### src/hdl/mspmc_pkg.sv
// Package for the motion sensor power mode controller: register map, fields, timing.
package mspmc_pkg;

  // Register byte addresses on the Wishbone bus
  localparam logic [7:0] ADDR_CLOCK_CTRL  = 8'h00;
  localparam logic [7:0] ADDR_POWER_CTRL  = 8'h04;
  localparam logic [7:0] ADDR_RATE_DIV    = 8'h08;
  localparam logic [7:0] ADDR_FIFO_CTRL   = 8'h0C;
  localparam logic [7:0] ADDR_STATUS      = 8'h10;

  // Clock control fields
  localparam int CLK_SLEEP_BIT = 6;
  localparam int CLK_SEL_LSB   = 0;
  localparam logic [2:0] CLK_SEL_AUTO = 3'h1;

  // Power control fields
  localparam int PWR_GYRO_CYCLE_BIT = 7;
  localparam int PWR_GYRO_STBY_BIT  = 6;
  localparam int PWR_ACCEL_LSB      = 3;
  localparam int PWR_GYRO_LSB       = 0;

  // FIFO control fields
  localparam int FIFO_EN_BIT       = 0;
  localparam int FIFO_TEMP_DIS_BIT = 1;

  // Reset values
  localparam logic [7:0] CLOCK_CTRL_RST = 8'h41;
  localparam logic [7:0] POWER_CTRL_RST = 8'h00;
  localparam logic [7:0] RATE_DIV_RST   = 8'h00;
  localparam logic [7:0] FIFO_CTRL_RST  = 8'h00;

  // Timing
  localparam int CLK_MHZ           = 200;
  localparam int FIRST_SAMPLE_US   = 1000;
  localparam int OSC_SWITCH_US     = 20;
  localparam int BASE_PERIOD_NS    = 1000;
  localparam int FIRST_SAMPLE_CYC  = FIRST_SAMPLE_US * CLK_MHZ;
  localparam int OSC_SWITCH_CYC    = OSC_SWITCH_US * CLK_MHZ;
  localparam int BASE_PERIOD_CYC   = (BASE_PERIOD_NS * CLK_MHZ) / 1000;
  localparam int CNT_W             = 18;

  typedef enum logic [1:0] {
    MSPMC_CLK_OFF  = 2'b00,
    MSPMC_CLK_OSC  = 2'b01,
    MSPMC_CLK_GYRO = 2'b10
  } mspmc_clk_src_t;

  typedef enum logic [1:0] {
    MSPMC_G_OFF   = 2'b00,
    MSPMC_G_LN    = 2'b01,
    MSPMC_G_LP    = 2'b10,
    MSPMC_G_STBY  = 2'b11
  } mspmc_gyro_mode_t;

  // Wishbone request and answer
  typedef struct packed {
    logic       cyc;
    logic       stb;
    logic       we;
    logic [7:0] adr;
    logic [3:0] sel;
    logic [31:0] dat;
  } mspmc_wb_req_t;

  typedef struct packed {
    logic        ack;
    logic [31:0] dat;
  } mspmc_wb_rsp_t;

  // Power outputs to the sensor front ends
  typedef struct packed {
    logic [2:0]     gyro_axis_on;
    logic [2:0]     accel_axis_on;
    logic           gyro_low_power;
    logic           temp_on;
    mspmc_clk_src_t clk_src;
  } mspmc_pwr_t;

endpackage : mspmc_pkg

### src/hdl/mspmc_ctrl.sv
// Power mode and master clock controller with a Wishbone register slave.
`timescale 1ns/1ps
`default_nettype none

// Summary of operation
// - FIFO takes temperature unless capture disabled
// - Accel-only wake delays first sample 1 ms
// - New divider applies within one old sample; one written on the tick that loads an earlier pending one is not applied
// - Low-power to low-noise flags unsettled samples
// - Gyro cycle to standby, accel off: temp off
// - Gyro enters low power within one period
// - Cycle preset: first gyro sample low-noise
// - Auto clock: gyro clock when gyro on
// - Gyro off: switch to oscillator, 20 us
// - Sleep only from the sleep bit
// - All axes off keeps master clock running
// - FIFO usable in every mode except sleep and all axes off, where no sample pushes
module mspmc_ctrl
  import mspmc_pkg::*;
(
  input  wire logic                    core_clk,
  input  wire logic                    rst_b,
  input  wire mspmc_pkg::mspmc_wb_req_t wb_req,
  output var  mspmc_pkg::mspmc_wb_rsp_t wb_rsp,
  input  wire logic                    sample_tick,
  output var  mspmc_pkg::mspmc_pwr_t    pwr,
  output logic                         sample_valid,
  output logic                         sample_unsettled,
  output logic                         fifo_push_temp,
  output logic                         fifo_enabled
);
  import mspmc_pkg::*;

  typedef struct packed {
    logic [7:0]       clock_ctrl;
    logic [7:0]       power_ctrl;
    logic [7:0]       rate_div;
    logic [7:0]       fifo_ctrl;
    logic [7:0]       active_div;
    logic             div_pending;
    logic [7:0]       div_cnt;
    mspmc_gyro_mode_t gmode;
    logic             temp_on;
    mspmc_clk_src_t   clk_src;
    logic [CNT_W-1:0] osc_cnt;
    logic             osc_busy;
    logic [CNT_W-1:0] wake_cnt;
    logic             wake_wait;
    logic             lp_to_ln;
    logic             first_ln;
    logic             ack;
    logic [31:0]      rdata;
    logic             valid;
    logic             unsettled;
    logic             push_temp;
  } mspmc_state_t;

  mspmc_state_t s_q;
  mspmc_state_t s_d;

  function automatic logic [7:0] merge_byte(input logic [7:0] old_v, input logic [31:0] wd, input logic [3:0] sel);
    merge_byte = sel[0] ? wd[7:0] : old_v;
  endfunction : merge_byte

  logic       wr;
  logic       rd_req;
  logic       sleep_bit;
  logic [2:0] gyro_dis;
  logic [2:0] accel_dis;
  logic       gyro_on_cfg;
  logic       accel_on_cfg;
  logic       out_tick;
  logic       gyro_start;
  logic       cycle_clear_wr;

  assign wr           = wb_req.cyc && wb_req.stb && wb_req.we && !s_q.ack;
  assign rd_req       = wb_req.cyc && wb_req.stb && !wb_req.we && !s_q.ack;
  assign sleep_bit    = s_q.clock_ctrl[CLK_SLEEP_BIT];
  assign gyro_dis     = s_q.power_ctrl[PWR_GYRO_LSB +: 3];
  assign accel_dis    = s_q.power_ctrl[PWR_ACCEL_LSB +: 3];
  assign gyro_on_cfg  = (gyro_dis != 3'h0 ? (gyro_dis != 3'h7) : 1'b1) && !sleep_bit;
  assign accel_on_cfg = (accel_dis != 3'h7) && !sleep_bit;
  // Output data rate tick after the sample rate divider
  assign out_tick     = sample_tick && (s_q.div_cnt == 8'h00);
  // Kept as events so that a sample in the same cycle cannot swallow a new start or cycle clear
  assign gyro_start     = (s_q.gmode == MSPMC_G_OFF) && gyro_on_cfg;
  assign cycle_clear_wr = wr && (wb_req.adr == ADDR_POWER_CTRL) && wb_req.sel[0]
                          && s_q.power_ctrl[PWR_GYRO_CYCLE_BIT] && !wb_req.dat[PWR_GYRO_CYCLE_BIT];

  always_comb
  begin
    s_d = s_q;
    s_d.ack = 1'b0;
    s_d.valid = 1'b0;
    s_d.unsettled = 1'b0;
    s_d.push_temp = 1'b0;

    if (wr)
    begin
      if (wb_req.adr == ADDR_CLOCK_CTRL)
      begin
        s_d.clock_ctrl = merge_byte(s_q.clock_ctrl, wb_req.dat, wb_req.sel);
        // arm first sample delay on wake
        if (sleep_bit && !wb_req.dat[CLK_SLEEP_BIT] && wb_req.sel[0] && (gyro_dis == 3'h7))
        begin
          s_d.wake_wait = 1'b1;
          s_d.wake_cnt  = CNT_W'(FIRST_SAMPLE_CYC);
        end
      end
      else if (wb_req.adr == ADDR_POWER_CTRL)
      begin
        s_d.power_ctrl = merge_byte(s_q.power_ctrl, wb_req.dat, wb_req.sel);
        // cycle cleared means low-power to low-noise
        if (cycle_clear_wr)
          s_d.lp_to_ln = 1'b1;
      end
      else if (wb_req.adr == ADDR_RATE_DIV)
      begin
        s_d.rate_div = merge_byte(s_q.rate_div, wb_req.dat, wb_req.sel);
        s_d.div_pending = wb_req.sel[0];
      end
      else if (wb_req.adr == ADDR_FIFO_CTRL)
        s_d.fifo_ctrl = merge_byte(s_q.fifo_ctrl, wb_req.dat, wb_req.sel);
    end

    if (wr || rd_req)
      s_d.ack = 1'b1;
    s_d.rdata = 32'h0000_0000;
    if (rd_req)
    begin
      if (wb_req.adr == ADDR_CLOCK_CTRL)
        s_d.rdata[7:0] = s_q.clock_ctrl;
      else if (wb_req.adr == ADDR_POWER_CTRL)
        s_d.rdata[7:0] = s_q.power_ctrl;
      else if (wb_req.adr == ADDR_RATE_DIV)
        s_d.rdata[7:0] = s_q.rate_div;
      else if (wb_req.adr == ADDR_FIFO_CTRL)
        s_d.rdata[7:0] = s_q.fifo_ctrl;
      else if (wb_req.adr == ADDR_STATUS)
        s_d.rdata[7:0] = {s_q.osc_busy, s_q.wake_wait, s_q.temp_on, s_q.gmode, s_q.clk_src, 1'b0};
    end

    // divider reload on an old-rate sample
    if (sample_tick)
    begin
      if (s_q.div_cnt == 8'h00)
      begin
        s_d.div_cnt = s_q.div_pending ? s_q.rate_div : s_q.active_div;
        if (s_q.div_pending)
        begin
          s_d.active_div  = s_q.rate_div;
          s_d.div_pending = 1'b0;
        end
      end
      else
        s_d.div_cnt = s_q.div_cnt - 8'h01;
    end

    // Gyroscope mode sequencing
    case (s_q.gmode)
      MSPMC_G_OFF:
      begin
        if (gyro_on_cfg)
        begin
          s_d.gmode    = MSPMC_G_LN;
          s_d.first_ln = 1'b1;
        end
      end
      MSPMC_G_LN:
      begin
        if (!gyro_on_cfg)
          s_d.gmode = MSPMC_G_OFF;
        else if (s_q.power_ctrl[PWR_GYRO_STBY_BIT])
          s_d.gmode = MSPMC_G_STBY;
        // low power entered at the next period
        else if (s_q.power_ctrl[PWR_GYRO_CYCLE_BIT] && out_tick && !s_q.first_ln)
          s_d.gmode = MSPMC_G_LP;
      end
      MSPMC_G_LP:
      begin
        if (!gyro_on_cfg)
          s_d.gmode = MSPMC_G_OFF;
        else if (s_q.power_ctrl[PWR_GYRO_STBY_BIT])
        begin
          s_d.gmode = MSPMC_G_STBY;
          if (!accel_on_cfg)
            s_d.temp_on = 1'b0;
        end
        else if (!s_q.power_ctrl[PWR_GYRO_CYCLE_BIT])
          s_d.gmode = MSPMC_G_LN;
      end
      MSPMC_G_STBY:
      begin
        // leaving standby needs the bit cleared first
        if (!s_q.power_ctrl[PWR_GYRO_STBY_BIT])
          s_d.gmode = gyro_on_cfg ? MSPMC_G_LN : MSPMC_G_OFF;
      end
      default:
        s_d.gmode = MSPMC_G_OFF;
    endcase
    if (s_q.gmode != MSPMC_G_STBY && s_d.gmode != MSPMC_G_STBY)
      s_d.temp_on = (gyro_on_cfg || accel_on_cfg);
    else if (s_q.gmode == MSPMC_G_STBY && accel_on_cfg)
      s_d.temp_on = 1'b1;

    // sleep only by the sleep bit
    if (sleep_bit)
    begin
      s_d.clk_src  = MSPMC_CLK_OFF;
      s_d.osc_busy = 1'b0;
      s_d.gmode    = MSPMC_G_OFF;
      s_d.temp_on  = 1'b0;
    end
    else if (gyro_on_cfg && s_q.clock_ctrl[CLK_SEL_LSB +: 3] == CLK_SEL_AUTO)
    begin
      s_d.clk_src  = MSPMC_CLK_GYRO;
      s_d.osc_busy = 1'b0;
    end
    // move to oscillator taking 20 us
    else if (s_q.clk_src == MSPMC_CLK_GYRO && !s_q.osc_busy)
    begin
      s_d.osc_busy = 1'b1;
      s_d.osc_cnt  = CNT_W'(OSC_SWITCH_CYC);
    end
    else if (s_q.osc_busy)
    begin
      if (s_q.osc_cnt == '0)
      begin
        s_d.osc_busy = 1'b0;
        s_d.clk_src  = MSPMC_CLK_OSC;
      end
      else
        s_d.osc_cnt = s_q.osc_cnt - CNT_W'(1);
    end
    // master clock keeps running with axes off
    else
      s_d.clk_src = MSPMC_CLK_OSC;

    if (s_q.wake_wait)
    begin
      if (s_q.wake_cnt == '0)
        s_d.wake_wait = 1'b0;
      else
        s_d.wake_cnt = s_q.wake_cnt - CNT_W'(1);
    end

    // Sample production
    if (out_tick && !s_q.wake_wait && (gyro_on_cfg || accel_on_cfg))
    begin
      s_d.valid = 1'b1;
      if (s_q.first_ln || s_q.lp_to_ln)
      begin
        s_d.unsettled = 1'b1;
        // Set wins over clear when both land in one cycle
        s_d.first_ln  = gyro_start;
        s_d.lp_to_ln  = cycle_clear_wr;
      end
      // no mode gating of the FIFO
      s_d.push_temp = s_q.fifo_ctrl[FIFO_EN_BIT] && !s_q.fifo_ctrl[FIFO_TEMP_DIS_BIT];
    end
  end

  always_ff @(posedge core_clk or negedge rst_b)
  begin
    if (!rst_b)
    begin
      s_q            <= '0;
      // Sleep bit set out of reset: nothing powers up until software wakes the part
      s_q.clock_ctrl <= CLOCK_CTRL_RST;
      s_q.power_ctrl <= POWER_CTRL_RST;
      s_q.rate_div   <= RATE_DIV_RST;
      s_q.fifo_ctrl  <= FIFO_CTRL_RST;
      s_q.gmode      <= MSPMC_G_OFF;
      s_q.clk_src    <= MSPMC_CLK_OFF;
    end
    else
      s_q <= s_d;
  end

  assign wb_rsp.ack         = s_q.ack;
  assign wb_rsp.dat         = s_q.rdata;
  assign pwr.gyro_axis_on   = (s_q.gmode == MSPMC_G_LN || s_q.gmode == MSPMC_G_LP) ? ~gyro_dis : 3'h0;
  assign pwr.accel_axis_on  = sleep_bit ? 3'h0 : ~accel_dis;
  assign pwr.gyro_low_power = (s_q.gmode == MSPMC_G_LP);
  assign pwr.temp_on        = s_q.temp_on;
  assign pwr.clk_src        = s_q.clk_src;
  assign sample_valid       = s_q.valid;
  assign sample_unsettled   = s_q.unsettled;
  assign fifo_push_temp     = s_q.push_temp;
  assign fifo_enabled       = s_q.fifo_ctrl[FIFO_EN_BIT];
endmodule : mspmc_ctrl

`default_nettype wire

### config.mk
export PLATFORM = sky130hd
export DESIGN_NAME = mspmc_ctrl
export DESIGN_NICKNAME = d
export VERILOG_FILES = /design/src/hdl/mspmc_pkg.sv /design/src/hdl/mspmc_ctrl.sv
export SDC_FILE = /design/constraint.sdc
export NUM_CORES = 1
export LEC_CHECK = 0
export ABC_AREA = 1
export BUFFER_PORTS_ARGS = -buffer_cell sky130_fd_sc_hd__buf_2
export CORE_MARGIN = 4
export CORE_UTILIZATION = 40
export DETAILED_ROUTE_END_ITERATION = 7
export GPL_TIMING_DRIVEN = 0
export SLEW_MARGIN = 10
export SYNTH_ARGS = -nofsm -noshare
export SYNTH_HDL_FRONTEND = slang
export SYNTH_SLANG_ARGS = --single-unit
### constraint.sdc
create_clock -name core_clk -period 2.5 [get_ports core_clk]
set_input_delay 0.625 -clock core_clk [delete_from_list [all_inputs] [get_ports core_clk]]
set_output_delay 0.625 -clock core_clk [all_outputs]
set_load 0.005 [all_outputs]
Word level (Yosys, flattened, before mapping)

Cells that the tools add are included.
Widths: inputs -> output; s select.

Bits in registers: 106

Mux-type cells: 62
Equality and inequality tests: 18
Reduce and logical (&&, ||, !) cells: 56
Bitwise operators: 7
$add $sub $neg: 3

Operator list:

| cell                  | count |
|---|---|
| $mux 19               | 5 |
| $mux 8                | 8 |
| $logic_not 18->1      | 2 |
| $mux 18               | 2 |
| $sub 18x1->18 const B | 2 |
| $mux 2                | 15 |
| $logic_and 1x1->1     | 25 |
| $mux 1                | 25 |
| $mux 20               | 1 |
| $eq 8x4->1 const B    | 2 |
| $logic_not 8->1       | 2 |
| $mux 3                | 4 |
| $reduce_and 4->1      | 3 |
| $reduce_bool 4->1     | 3 |
| $logic_not 1->1       | 9 |
| $mux 9                | 1 |
| $ne 3x3->1 const B    | 3 |
| $eq 8x3->1 const B    | 1 |
| $eq 8x5->1 const B    | 1 |
| $pmux 2 s4            | 1 |
| $sub 8x1->8 const B   | 1 |
| $eq 2x2->1 const B    | 3 |
| $ne 2x2->1 const B    | 3 |
| $not 3->3             | 2 |
| 14 further kinds      | 22 |

Logic depth before layout (Yosys ltp)

Depth after elaboration: 13
Mapped depth: 13
Depth with buffers taken out: 13

Worst setup path before layout

Ideal clock, no wire load.

Path kind: input-to-reg
Start point: input port wb_req[40] in the netlist's numbering
End point: register s_q[50] in the netlist's numbering
Arrival time: 1.669 ns
Stages: 10
Buffers on the path: 1
Path slack: 0.765 ns
Required time: 2.435 ns
Path through: nor2_2 > nand3_4 > nor2_1 > buf_4 > nand3_1 > nor3_1 > nand2_2 > nand2_1 > nand2_1 > nand2_1

RTL lines:

| what            | RTL line         | source |
|---|---|---|
| start, declared | mspmc_ctrl.sv:23 | `input wire mspmc_pkg::mspmc_wb_req_t wb_req,` |
| end, declared   | mspmc_ctrl.sv:58 | `mspmc_state_t s_q;` |

==> impl_metrics.py <==
metrics = {
    "setup_path": {
        "path_common_cell": "inv_1",
        "r2r_slack_ns": 0.38,
        "crit_chain": "inv_1, ha_1, inv_1, nor2_1, buf_2",
        "cp_max_fo": 7,
        "crit_type": "register to output port",
        "startpoint": "s_q[80]",
        "critPathArrivalTime_ns": 1.55,
        "r2r-start": "s_q[39]",
        "startpoint_type": "register",
        "critPathMaxStageDelay_ns": 0.49,
        "critical_path.top_delay_family": "flip-flops",
        "critPathSlowestCell": "dfrtp_1",
        "crit_required_ns": 1.88,
        "critical_path_buf_inv_count": 3,
        "crit_path_end_kind": "output port",
    },
    "place": {
        "place_congestion": 0.842,
        "placed_area_sq_um": 6700,
        "port-buffer-count": 45,
        "dp_hpwl_mm": 11.2,
        "pre_cts_slack_ns": 0.148,
    },
    "global_route": {
        "grt_pass1_vias": 4951,
        "grt_max_degree": 55,
        "grt.overflow.total": 0,
        "grt_pass1_wl_mm": 25.2,
        "antenna_found_initial": 0,
        "track_usage_pct": 17.8,
    },
    "logic_synthesis": {
        "synth_ff_type": "dfrtp_1",
        "synth-edff-count": 0,
        "yosysSeqAreaShare_pct": 43.4,
        "syn_area_sq_um": 6120,
        "ys_async_sr_fraction_pct": 100,
        "yosysTopAreaCell": "dfrtp_1",
        "synthCells": 791,
        "ys_ff_latch": 106,
        "synth_area_leaders": "dfrtp_1, nand2_1, inv_1",
        "synth_top_area_share_pct": 42.5,
        "synth_area_per_cell_sq_um": 7.74,
        "synthDistinctLibCells": 51,
        "yosys_warnings": 0,
    },
    "final_layout": {
        "antenna_cells": 0,
        "final_nets": 930,
        "multiInputGateArea_sq_um": 2820,
        "area_growth_pct": 14.5,
        "final-seq-area_sq_um": 2660,
        "stdcell_area_sq_um": 7010,
        "layout_common_cells": "nand2_1, dfrtp_1, inv_1, nor2_1, o21ai_0",
        "fill_cells": 1506,
        "drive_gt1_share_pct": 16.9,
        "final_common_cell": "nand2_1",
    },
    "timing": {
        "finClkSkew_ns": 0.0103,
        "hold_violations": 0,
        "tightest_slew_ns": 1.01,
        "fmax_ghz": 0.460,
        "fin_tns_setup_ns": 0,
        "fin_crit_sh_pct": 87.0,
        "timing.hold.ws_ns": 0.208,
        "setup_viol": 0,
        "grt_setup_unrepaired": "no",
        "relSlewSlack_pct": 32.3,
        "period_minus_slack_ns": 2.18,
        "maxSlewViolCount": 0,
        "fin_ws_ns": 0.324,
    },
    "floorplan": {
        "floorplan.rows": 44,
        "core-area_sq_um": 14800,
        "die-area_sq_um": 17400,
        "dieHeight_um": 132,
        "start_util_pct": 41.5,
        "top_level_ports": 97,
        "die_w_um": 132,
    },
    "clock_network": {
        "htreeDepth": 3,
        "cts_resized": 0,
        "clock-sinks": 106,
        "cts_buffer_depth": 2,
        "cts_hold_buf": 0,
        "cts_buffers": 9,
        "clk_latency_ns": 0.36,
        "clock-root-buffer": "clkbuf_16",
        "post_cts.repair.setup_buffers": 0,
        "clkSlewWorstSetupHoldPaths_ns": 0.08,
        "cts_tree": "yes",
    },
    "power": {
        "p_leak_nw": 3.56,
        "peakVddDrop_mv": 0.342,
        "power.density_nw_per_um2": 516,
        "p_total_mw": 3.61,
    },
    "routing": {
        "first_pass_iters": 5,
        "drtIter0Drc": 477,
        "wirelength_mm": 15.0,
        "viasPerCell": 4.97,
        "vias": 5273,
        "postRouteAntennaNets": 0,
        "wl_per_cell_um": 14.2,
        "drcViolationCount": 0,
    },
    "job": {
        "max_cap_viol_count": 0,
    },
    "min_path": {
        "hold_class": "input pin to asynchronous set/reset pin",
    },
    "outcome": {
        "outcome": "complete, no violations",
    },
}
-- area by class of cell --
type	instances	area share (%)
clock buffers	9	3.21
inverters	101	5.41
multi-input cells	554	40.2
repair buffers	46	3.69
plain buffers	53	5.09
flip-flops and latches	106	37.9
clock inverters	7	1.21
well taps	184	3.28
-- worst reg2reg max path, cell delays in order, from the launching register on --
cell     delay (ns)
dfrtp_1        0.41
inv_1          0.14
ha_1           0.25
inv_1          0.06
nor3_1         0.25
nand3_1        0.11
inv_1          0.12
nand4_1        0.36
nand3_1        0.21
o31ai_1        0.09
-- power by group --
group          internal, mW  switching, mW
combinational         0.119          0.188
clock                 0.797          0.697
sequential             1.77         0.0413
total                  2.69          0.927
-- per-stage QoR --
stage          utilization, %  instances
3_3_place_gp             45.2       1043
6_report                 47.5       1060
5_1_grt                  47.5       1060
2_1_floorplan               -        814
3_5_place_dp             45.4       1044
4_1_cts                  47.5       1060
-- cell usage after synthesis, drive strengths merged, types with 6 or more instances --
master / n
clkbuf: 8
o21ai: 82
nand4: 9
xor2: 12
a31oi: 11
a21oi: 27
inv: 99
nor3: 15
nor4: 6
or2: 6
dfrtp: 104
buf: 45
o211ai: 6
ha: 9
nand2: 182
nor2: 88
nand3: 52
-- cells by family after synthesis --
family / Yosys count / share of synthesized area [%]
xor gates and xnor gates: 16 / 2.29
AOI/OAI and AO/OA: 145 / 13.3
adders and majority gates: 9 / 1.84
other: 1 / 0.0612
and+or+nand+nor: 360 / 27.1
buffers and inverters: 154 / 12.0
DFF: 106 / 43.4
-- routing by layer --
metal | vias up | part of all wire [%] | GRT usage, %
met5 | - | 0 | 0
met4 | 0 | 2.2 | 6.42
met3 | 22 | 4.2 | 3.02
met2 | 132 | 45 | 27.4
met1 | 2446 | 49 | 25.4
li1 | 2673 | - | -
-- final timing paths --
kind | endpoint | cells past startpoint
max | pwr[9] | 5
min | accel_dis[1] | 1
max reg2reg | s_q[52] | 9
min reg2reg | wb_rsp[32] | 1
max in group asynchronous | s_q[70] | 2
min in group core_clk | wb_rsp[32] | 1
-- registers in the layout, summed over array words and instances, names as in the netlist --
signal            count
accel_dis             3
fifo_enabled          1
fifo_push_temp        1
gyro_dis              3
pwr                   3
s_q                  84
sample_unsettled      1
sample_valid          1
wb_rsp                9
(Power assumes the default switching activity.)
